## config.mk

```make
export PLATFORM = sky130hd
export DESIGN_NAME = frm_host
export DESIGN_NICKNAME = d
export VERILOG_FILES = /design/src/verilog/frm_bus_cycle.v /design/src/verilog/frm_host.v
export VERILOG_INCLUDE_DIRS = /design/src /design/src/verilog
export SDC_FILE = /design/constraint.sdc
export NUM_CORES = 1
export LEC_CHECK = 0
export BUFFER_PORTS_ARGS = -buffer_cell sky130_fd_sc_hd__buf_2
export CORE_MARGIN = 2
export CORE_UTILIZATION = 50
export CTS_CLUSTER_SIZE = 16
export DETAILED_ROUTE_END_ITERATION = 6
export PLACE_DENSITY = 0.76
export SLEW_MARGIN = 10
export SYNTH_ARGS = -nofsm -noshare
export SYNTH_HDL_FRONTEND = slang
export SYNTH_SLANG_ARGS = --single-unit
```

## constraint.sdc

```tcl
create_clock -name clock -period 5.1 [get_ports clock]
set_clock_uncertainty 0.05 [all_clocks]
set_input_delay 0.255 -clock clock [delete_from_list [all_inputs] [get_ports clock]]
set_output_delay 0.255 -clock clock [all_outputs]
set_load 0.02 [all_outputs]
```

## src/verilog/frm_consts.vh

```
/*
  Constants of the flash command host: register offsets, field positions,
  command codes, operation codes and pin timing counts.
  Assumes a 200 MHz clock (5 ns period); included by bare name.
*/
`ifndef FRM_CONSTS_VH
`define FRM_CONSTS_VH

// --------------------------------------------------
// Clock and pin timing
// --------------------------------------------------
`define FRM_CLK_PERIOD_NS  5
`define FRM_T_WP_NS        50
`define FRM_T_ACC_NS       80
`define FRM_T_RST_LOW_NS   100
`define FRM_T_RST_REC_NS   150
// Cycle counts: each ns figure above over the 5 ns period, sized for 8-bit counters
`define FRM_WP_CYC    8'h0A
`define FRM_ACC_CYC   8'h10
`define FRM_RLO_CYC   8'h14
`define FRM_RREC_CYC  8'h1E

// --------------------------------------------------
// Widths
// --------------------------------------------------
`define FRM_AW  22
`define FRM_DW  16

// --------------------------------------------------
// Device command codes
// --------------------------------------------------
`define FRM_CMD_READ_ARRAY   8'hFF
`define FRM_CMD_READ_ID      8'h90
`define FRM_CMD_QUERY        8'h98
`define FRM_CMD_READ_STATUS  8'h70
`define FRM_CMD_CLEAR_STATUS 8'h50
`define FRM_CMD_PROG_SETUP   8'h40
`define FRM_CMD_PROG_ALT     8'h10

// --------------------------------------------------
// Device status bits
// --------------------------------------------------
`define FRM_SR_READY      7
`define FRM_SR_PROG_FAIL  4
`define FRM_SR_SUPPLY     3
`define FRM_SR_LOCKED     1

// --------------------------------------------------
// Host register offsets
// --------------------------------------------------
`define FRM_REG_CTRL    8'h00
`define FRM_REG_ADDR    8'h04
`define FRM_REG_WDATA   8'h08
`define FRM_REG_RDATA   8'h0C
`define FRM_REG_STATUS  8'h10

// CTRL fields
`define FRM_CTRL_OP_LSB  0
`define FRM_CTRL_OP_MSB  2
`define FRM_CTRL_ALT     3

// STATUS fields
`define FRM_ST_BUSY       0
`define FRM_ST_DONE       1
`define FRM_ST_ARRAY      2
`define FRM_ST_SR_LSB     8
`define FRM_ST_SR_MSB     15
`define FRM_ST_PROG_FAIL  16
`define FRM_ST_SUPPLY     17
`define FRM_ST_LOCKED     18

// --------------------------------------------------
// Operation codes
// --------------------------------------------------
`define FRM_OP_READ     3'h0
`define FRM_OP_ID       3'h1
`define FRM_OP_QUERY    3'h2
`define FRM_OP_STATUS   3'h3
`define FRM_OP_CLEAR    3'h4
`define FRM_OP_PROG     3'h5
`define FRM_OP_RESET    3'h6
`define FRM_OP_ARRAY    3'h7

`endif

```

## src/verilog/frm_bus_cycle.v

```verilog
/*
  One asynchronous flash bus cycle, read or write, on the chip select,
  output enable and write strobe pins with address and data bus.
  Assumes a start pulse only while idle; pins are synchronous to clock.
*/
`timescale 1ns/1ps
`default_nettype none
`include "frm_consts.vh"

module frm_bus_cycle (
  input  wire                 clock,
  input  wire                 reset,
  input  wire                 start,
  input  wire                 write,
  input  wire [`FRM_AW-1:0]   addr_in,
  input  wire [`FRM_DW-1:0]   data_in,
  output reg                  done,
  output reg  [`FRM_DW-1:0]   rdata,
  output reg                  ce_n,
  output reg                  oe_n,
  output reg                  we_n,
  output reg  [`FRM_AW-1:0]   addr,
  output reg  [`FRM_DW-1:0]   dq_out,
  output reg                  dq_oe,
  input  wire [`FRM_DW-1:0]   dq_in
);

  // --------------------------------------------------
  // States
  // --------------------------------------------------
  localparam [3:0] S_IDLE   = 4'h1;
  localparam [3:0] S_SETUP  = 4'h2;
  localparam [3:0] S_STROBE = 4'h4;
  localparam [3:0] S_HOLD   = 4'h8;
  localparam [7:0] WP_CYC   = `FRM_WP_CYC;
  localparam [7:0] ACC_CYC  = `FRM_ACC_CYC;

  reg [3:0] state_r;
  reg [7:0] cnt_r;
  reg       wr_r;

  // --------------------------------------------------
  // Sequencer
  // --------------------------------------------------
  always @(posedge clock or posedge reset) begin
    if (reset) begin
      state_r <= S_IDLE;
      cnt_r   <= 8'h00;
      wr_r    <= 1'b0;
      done    <= 1'b0;
      rdata   <= 16'h0000;
      ce_n    <= 1'b1;
      oe_n    <= 1'b1;
      we_n    <= 1'b1;
      addr    <= {`FRM_AW{1'b0}};
      dq_out  <= 16'h0000;
      dq_oe   <= 1'b0;
    end else begin
      done <= 1'b0;
      case (state_r)
        S_IDLE: begin
          if (start) begin
            wr_r    <= write;
            addr    <= addr_in;
            dq_out  <= data_in;
            dq_oe   <= write;
            ce_n    <= 1'b0;
            state_r <= S_SETUP;
          end
        end
        S_SETUP: begin
          if (wr_r) begin
            we_n  <= 1'b0;
            cnt_r <= WP_CYC;
          end else begin
            oe_n  <= 1'b0;
            cnt_r <= ACC_CYC;
          end
          state_r <= S_STROBE;
        end
        S_STROBE: begin
          if (cnt_r <= 8'h01) begin
            // Write strobe rises before chip select: device latches here
            we_n <= 1'b1;
            oe_n <= 1'b1;
            if (!wr_r) begin
              rdata <= dq_in;
            end
            state_r <= S_HOLD;
          end else begin
            cnt_r <= cnt_r - 8'h01;
          end
        end
        S_HOLD: begin
          // Chip select always returns high so every read is freshly latched
          ce_n    <= 1'b1;
          dq_oe   <= 1'b0;
          done    <= 1'b1;
          state_r <= S_IDLE;
        end
        default: begin
          state_r <= S_IDLE;
        end
      endcase
    end
  end

endmodule
`default_nettype wire

```

## src/verilog/frm_host.v

```verilog
/*
  Flash command host: takes orders over AHB-Lite and drives a parallel
  NOR flash through its pins for read, identifier, query, status, clear,
  program and reset operations.
  Assumes one AHB-Lite master, word transfers, flash pins synchronous.
*/
// Added by the designer: the AHB-Lite register port and the address map.
// Behaviour
// - Host writes 0xFF before array reads when device left read-array mode.
// - Host toggles select between status reads; completion shows only when fresh.
// - Program is setup write 0x40, or 0x10 with CTRL ALT set, then a write of address and data.
// - After programming, host checks and clears status, returns to array mode.
`timescale 1ns/1ps
`default_nettype none
`include "frm_consts.vh"

module frm_host (
  input  wire                 clock,
  input  wire                 reset,
  input  wire                 hsel,
  input  wire [31:0]          haddr,
  input  wire [1:0]           htrans,
  input  wire                 hwrite,
  input  wire [2:0]           hsize,
  input  wire [31:0]          hwdata,
  input  wire                 hready,
  output wire                 hreadyout,
  output wire                 hresp,
  output reg  [31:0]          hrdata,
  output wire                 ce_n,
  output wire                 oe_n,
  output wire                 we_n,
  output reg                  power_down_reset_n,
  output wire [`FRM_AW-1:0]   addr,
  output wire [`FRM_DW-1:0]   dq_out,
  output wire                 dq_oe,
  input  wire [`FRM_DW-1:0]   dq_in
);

  // --------------------------------------------------
  // States
  // --------------------------------------------------
  localparam [8:0] S_IDLE  = 9'h001;
  localparam [8:0] S_RLO   = 9'h002;
  localparam [8:0] S_RREC  = 9'h004;
  localparam [8:0] S_CMD   = 9'h008;
  localparam [8:0] S_ACC   = 9'h010;
  localparam [8:0] S_POLL  = 9'h020;
  localparam [8:0] S_CLR   = 9'h040;
  localparam [8:0] S_ARR   = 9'h080;
  localparam [8:0] S_FIN   = 9'h100;
  localparam [7:0] RLO_CYC  = `FRM_RLO_CYC;
  localparam [7:0] RREC_CYC = `FRM_RREC_CYC;

  reg  [8:0]          state_r;
  reg  [8:0]          state_nxt;
  reg  [2:0]          op_r;
  reg                 alt_r;
  reg  [`FRM_AW-1:0]  addr_r;
  reg  [`FRM_DW-1:0]  wdata_r;
  reg  [`FRM_DW-1:0]  rdata_r;
  reg  [7:0]          sr_r;
  reg                 busy_r;
  reg                 done_r;
  reg                 array_r;
  reg                 pend_r;
  reg  [7:0]          cnt_r;
  reg                 ph_wr_r;
  reg  [7:0]          ph_addr_r;

  wire                bc_done;
  wire [`FRM_DW-1:0]  bc_rdata;
  reg                 bc_write;
  reg  [`FRM_DW-1:0]  bc_data;
  reg  [`FRM_AW-1:0]  bc_addr;
  wire                in_cycle;
  wire                bc_start;
  wire                take;
  wire                start_op;

  // --------------------------------------------------
  // AHB-Lite slave, zero wait states
  // --------------------------------------------------
  assign hreadyout = 1'b1;
  assign hresp     = 1'b0;
  assign take      = hsel & hready & htrans[1];
  assign start_op  = ph_wr_r & (ph_addr_r == `FRM_REG_CTRL) & ~busy_r;

  function [31:0] frm_read_mux;
    input [7:0] a;
    begin
      case (a)
        `FRM_REG_CTRL:   frm_read_mux = {28'h0000000, alt_r, op_r};
        `FRM_REG_ADDR:   frm_read_mux = {10'h000, addr_r};
        `FRM_REG_WDATA:  frm_read_mux = {16'h0000, wdata_r};
        `FRM_REG_RDATA:  frm_read_mux = {16'h0000, rdata_r};
        `FRM_REG_STATUS: frm_read_mux = {13'h0000, sr_r[`FRM_SR_LOCKED], sr_r[`FRM_SR_SUPPLY],
                                         sr_r[`FRM_SR_PROG_FAIL], sr_r, 5'h00, array_r, done_r, busy_r};
        default:         frm_read_mux = 32'h00000000;
      endcase
    end
  endfunction

  always @(posedge clock or posedge reset) begin
    if (reset) begin
      ph_wr_r   <= 1'b0;
      ph_addr_r <= 8'h00;
      hrdata    <= 32'h00000000;
      alt_r     <= 1'b0;
      addr_r    <= {`FRM_AW{1'b0}};
      wdata_r   <= 16'h0000;
    end else begin
      ph_wr_r <= take & hwrite;
      if (take) begin
        ph_addr_r <= haddr[7:0];
        hrdata    <= frm_read_mux(haddr[7:0]);
      end
      if (ph_wr_r) begin
        case (ph_addr_r)
          `FRM_REG_CTRL: begin
            if (!busy_r) begin
              alt_r <= hwdata[`FRM_CTRL_ALT];
            end
          end
          `FRM_REG_ADDR:  addr_r  <= hwdata[`FRM_AW-1:0];
          `FRM_REG_WDATA: wdata_r <= hwdata[`FRM_DW-1:0];
          default: begin
          end
        endcase
      end
    end
  end

  // --------------------------------------------------
  // Bus cycle requests
  // --------------------------------------------------
  assign in_cycle = (state_r == S_CMD) | (state_r == S_ACC) | (state_r == S_POLL) |
                    (state_r == S_CLR) | (state_r == S_ARR);
  assign bc_start = in_cycle & ~pend_r;

  always @* begin
    bc_write = 1'b1;
    bc_addr  = addr_r;
    bc_data  = {8'h00, `FRM_CMD_READ_ARRAY};
    case (state_r)
      S_CMD: begin
        case (op_r)
          `FRM_OP_ID:     bc_data = {8'h00, `FRM_CMD_READ_ID};
          `FRM_OP_QUERY:  bc_data = {8'h00, `FRM_CMD_QUERY};
          `FRM_OP_STATUS: bc_data = {8'h00, `FRM_CMD_READ_STATUS};
          `FRM_OP_CLEAR:  bc_data = {8'h00, `FRM_CMD_CLEAR_STATUS};
          `FRM_OP_PROG:   bc_data = {8'h00, alt_r ? `FRM_CMD_PROG_ALT : `FRM_CMD_PROG_SETUP};
          default:        bc_data = {8'h00, `FRM_CMD_READ_ARRAY};
        endcase
      end
      S_ACC: begin
        bc_write = (op_r == `FRM_OP_PROG);
        bc_data  = wdata_r;
      end
      S_POLL: begin
        bc_write = 1'b0;
      end
      S_CLR: begin
        bc_data = {8'h00, `FRM_CMD_CLEAR_STATUS};
      end
      default: begin
      end
    endcase
  end

  // --------------------------------------------------
  // Operation sequencer
  // --------------------------------------------------
  always @* begin
    state_nxt = state_r;
    case (state_r)
      S_IDLE: begin
        if (start_op) begin
          case (hwdata[`FRM_CTRL_OP_MSB:`FRM_CTRL_OP_LSB])
            `FRM_OP_RESET: state_nxt = S_RLO;
            `FRM_OP_READ:  state_nxt = array_r ? S_ACC : S_CMD;
            default:       state_nxt = S_CMD;
          endcase
        end
      end
      S_RLO:  state_nxt = (cnt_r <= 8'h01) ? S_RREC : S_RLO;
      S_RREC: state_nxt = (cnt_r <= 8'h01) ? S_FIN : S_RREC;
      S_CMD: begin
        if (bc_done) begin
          state_nxt = (op_r == `FRM_OP_CLEAR || op_r == `FRM_OP_ARRAY) ? S_FIN : S_ACC;
        end
      end
      S_ACC: begin
        if (bc_done) begin
          state_nxt = (op_r == `FRM_OP_PROG) ? S_POLL : S_FIN;
        end
      end
      S_POLL: begin
        // Only status reads during programming; each read is a fresh cycle
        if (bc_done && bc_rdata[`FRM_SR_READY]) begin
          state_nxt = S_CLR;
        end
      end
      S_CLR:   state_nxt = bc_done ? S_ARR : S_CLR;
      S_ARR:   state_nxt = bc_done ? S_FIN : S_ARR;
      S_FIN:   state_nxt = S_IDLE;
      default: state_nxt = S_IDLE;
    endcase
  end

  always @(posedge clock or posedge reset) begin
    if (reset) begin
      state_r            <= S_IDLE;
      op_r               <= `FRM_OP_READ;
      busy_r             <= 1'b0;
      done_r             <= 1'b0;
      array_r            <= 1'b1;
      pend_r             <= 1'b0;
      cnt_r              <= 8'h00;
      rdata_r            <= 16'h0000;
      sr_r               <= 8'h00;
      power_down_reset_n <= 1'b1;
    end else begin
      state_r <= state_nxt;
      if (bc_start) begin
        pend_r <= 1'b1;
      end else if (bc_done) begin
        pend_r <= 1'b0;
      end
      if (state_r == S_IDLE && start_op) begin
        op_r   <= hwdata[`FRM_CTRL_OP_MSB:`FRM_CTRL_OP_LSB];
        busy_r <= 1'b1;
        done_r <= 1'b0;
        cnt_r  <= RLO_CYC;
        if (hwdata[`FRM_CTRL_OP_MSB:`FRM_CTRL_OP_LSB] == `FRM_OP_RESET) begin
          power_down_reset_n <= 1'b0;
        end
      end
      if (state_r == S_RLO) begin
        if (cnt_r <= 8'h01) begin
          power_down_reset_n <= 1'b1;
          cnt_r              <= RREC_CYC;
          sr_r               <= 8'h80;
          array_r            <= 1'b1;
        end else begin
          cnt_r <= cnt_r - 8'h01;
        end
      end
      if (state_r == S_RREC && cnt_r > 8'h01) begin
        cnt_r <= cnt_r - 8'h01;
      end
      if (state_r == S_CMD && bc_done) begin
        array_r <= (op_r == `FRM_OP_READ) | (op_r == `FRM_OP_ARRAY) |
                   (array_r & (op_r == `FRM_OP_CLEAR));
        if (op_r == `FRM_OP_CLEAR) begin
          sr_r <= sr_r & 8'h80;
        end
      end
      if (state_r == S_ACC && bc_done) begin
        if (op_r != `FRM_OP_PROG) begin
          rdata_r <= bc_rdata;
        end else begin
          array_r <= 1'b0;
        end
        if (op_r == `FRM_OP_STATUS) begin
          sr_r <= bc_rdata[7:0];
        end
      end
      if (state_r == S_POLL && bc_done) begin
        rdata_r <= bc_rdata;
        // Keep program outcome: fail, supply, locked-block flags
        sr_r    <= bc_rdata[7:0];
      end
      if (state_r == S_ARR && bc_done) begin
        array_r <= 1'b1;
      end
      if (state_r == S_FIN) begin
        busy_r <= 1'b0;
        done_r <= 1'b1;
      end
    end
  end

  // --------------------------------------------------
  // Pin cycle engine
  // --------------------------------------------------
  frm_bus_cycle u_cycle (
    .clock   (clock),
    .reset   (reset),
    .start   (bc_start),
    .write   (bc_write),
    .addr_in (bc_addr),
    .data_in (bc_data),
    .done    (bc_done),
    .rdata   (bc_rdata),
    .ce_n    (ce_n),
    .oe_n    (oe_n),
    .we_n    (we_n),
    .addr    (addr),
    .dq_out  (dq_out),
    .dq_oe   (dq_oe),
    .dq_in   (dq_in)
  );

endmodule
`default_nettype wire

```

==> metrics <==
CTS tree yes; # DRC 0; met1 usage 33.1%; Ports around 170; area post-placement between 9000 and 10000 um2; Seq/Total Area, Yosys a little over half; Clock Path Buffers 2; Layout area overhead 16.8%; maximum clock rate around 0.33 GHz; Worst-Skew Late Latency roughly 0.44 ns; vias in the first global route 6230; pre-CTS setup slack 2.07 ns; top_reg_cell synth dfrtp_1; relative slew slack about a quarter; placed insts 1046; Post-synth ARST share 100%; CTS Buf Count 17; Seq. cell area 4790 um2; Port Buf Inserts 116; fraction of layout cells with a size suffix above 1 34.8%; Ys Warns 0; die area 18700 um2; drt via density 5.78; Final Max Tran Viols 0; initial core utilization about 51%; drt wl/cell 19.3 um; area of the multi-input gates 3750 um2; global routing usage on met3 5.44%; Syn Area/Cell 12.0 um2; worst setup margin 2.05 ns; Via Count 6337; synthesized flop and latch total ~190; Post-DP HPWL 14400 um; gr ovfl total 0; Worst VDD drop 286 uV; status completed; first-pass GRT wire length around 34000 um; grt met2 use between 30% and 40%; Hold Path Class input pin to flip-flop; post-route cell area 10300 um2; Vert. Die Dim between 100 and 150 um; final net count 952; critical path endpoint category flip-flop; Netlist cell types 80; Netlist Area Pre-Place 8830 um2; core area 17300 um2; P_leak ~4.7 nW; worst-margin pin slew 1.10 ns; worst hold slack 0.0119 ns; Clock transition at path regs about 0.07 ns; Final ANT Viol Nets 0; Final Setup Violations 0; number of H-tree levels 4; number of cells produced by synthesis about 740; Fillers between 1000 and 1500; root buf cell clkbuf_16; Crit Path Class flip-flop to flip-flop; Routability Congestion slightly below 0.9; initial antenna violation count 1; RSZ-0062 raised after global routing false; total power 4.24 mW; peak-usage layer in the global routing report met2; Iter 0 DRT Violations 375; cts repair resizes 0; crit path max fanout 26; max-cap violations 0; CP arrival 3.33 ns; commonest non-fill, non-tap cell in the layout dfrtp_1; crit share post-route 59.7%; Period minus WS final 3.05 ns; CP required approximately 5.4 ns; total global-route track usage 23.6%; fin util 59.6%; Sink Count 191; largest net degree at the start of global routing 192; crit start category flip-flop; row cnt 48; Non-Filler Instances 1096; Final Hold Fails 0; most frequent cells in the layout dfrtp_1 (184), buf_2 (116), mux2_2 (107); routed wire length 21100 um; number of synthesized flops with an enable pin 0; total negative slack 0 ns; PwrDens 411 nW/um2; 1st-pass router iterations 5; Die X-Extent 137 um
==> state kept, by name, summed over array words and instances, names as in the netlist, 3 cells and up <==
name and cells:
ph_addr_r 8, cnt_r 8, u_cycle.state_r 4, u_cycle.addr 22
u_cycle.dq_out 16, u_cycle.rdata 16, rdata_r 16, wdata_r 16
hrdata 22, addr_r 22, op_r 3, state_r 9
sr_r 8, u_cycle.cnt_r 8
==> kinds of logic after synthesis <==
logic type / count (synthesis) / share of synthesized area (%)
compound gates: 149 / 11.6
flops: 191 / 54.2
mux: 125 / 16.4
fa+ha+maj: 4 / 0.567
simple gates: 186 / 12.3
buf+inv: 71 / 3.97
other cells: 2 / 0.0850
xor+xnor: 9 / 0.893
==> synthesized netlist by cell type, types with 3 or more instances <==
| cell | instances | area, um2 |
|---|---|---|
| a21o_1 | 4 | 30.0 |
| a21oi_1 | 23 | 115 |
| a221o_1 | 4 | 40.0 |
| a221oi_1 | 5 | 43.8 |
| a22o_1 | 9 | 78.8 |
| a22oi_1 | 13 | 97.6 |
| a31oi_1 | 4 | 25.0 |
| and3_1 | 5 | 31.3 |
| buf_2 | 8 | 40.0 |
| buf_4 | 13 | 97.6 |
| clkbuf_1 | 23 | 86.3 |
| dfrtp_1 | 184 | 4600 |
| dfstp_2 | 7 | 184 |
| ha_1 | 4 | 50.1 |
| inv_1 | 23 | 86.3 |
| mux2_2 | 107 | 1200 |
| mux2_4 | 10 | 150 |
| mux2i_1 | 7 | 70.1 |
| nand2_1 | 45 | 169 |
| nand2b_1 | 7 | 43.8 |
| nand3_1 | 15 | 75.1 |
| nand3b_1 | 3 | 22.5 |
| nand4_1 | 10 | 62.6 |
| nor2_1 | 33 | 124 |
| nor2b_1 | 4 | 25.0 |
| nor3_1 | 17 | 85.1 |
| nor4_1 | 6 | 37.5 |
| nor4b_1 | 7 | 61.3 |
| nor4b_2 | 4 | 60.1 |
| o21a_1 | 6 | 45.0 |
| o21ai_0 | 44 | 220 |
| o22ai_1 | 3 | 18.8 |
| o31ai_1 | 4 | 30.0 |
| or3_1 | 7 | 43.8 |
| xnor2_1 | 7 | 61.3 |
==> critical path, stage by stage (launching register included) <==
cell	delay [ns]
dfrtp_1	0.53
nor4_2	0.48
nand3_1	0.28
o22ai_2	0.57
nand2_2	0.12
inv_2	0.48
mux2_2	0.41
==> final timing paths <==
check	start	end	slack, ns	cells after the start
max	state_r[3]	u_cycle.addr[18]	2.05	6
min	hwdata[13]	addr_r[13]	0.01	2
max reg2reg	state_r[3]	u_cycle.addr[18]	2.05	6
min reg2reg	hrdata[21]	hrdata[21]	0.42	2
max in group asynchronous	reset	busy_r	4.20	3
min in group asynchronous	reset	u_cycle.dq_oe	0.02	3
==> power breakdown <==
| group | internal (mW) | leakage (nW) | switching (mW) |
|---|---|---|---|
| Clock | 0.770 | 0.284 | 0.569 |
| Sequential | 1.72 | 2.46 | 0.163 |
| Combinational | 0.409 | 1.98 | 0.612 |
| Total | 2.90 | 4.72 | 1.34 |
==> repair_timing <==
action                                 in CTS  in global routing
hold buffers                               18                  0
buffers inserted                            0                  0
endpoints found under the hold margin      18                  0
==> area by class of cell <==
cell class | instances | share of cell area (%)
Multi-Input combinational cell | 485 | 36.3
Clock buffer | 22 | 4.69
Clock inverter | 9 | 1.03
Tap cell | 225 | 2.73
Inverter | 24 | 0.910
Timing Repair Buffer | 139 | 7.86
Sequential cell | 191 | 46.4
Antenna cell | 1 | 0.0243
==> metal layers <==
layer / part of all wire [%] / up-vias
li1: - / 2925
met1: 45 / 3144
met2: 46 / 221
met3: 6.2 / 47
met4: 3.0 / 0
met5: 0 / -
Note: power is estimated with default switching activity, not from simulation.
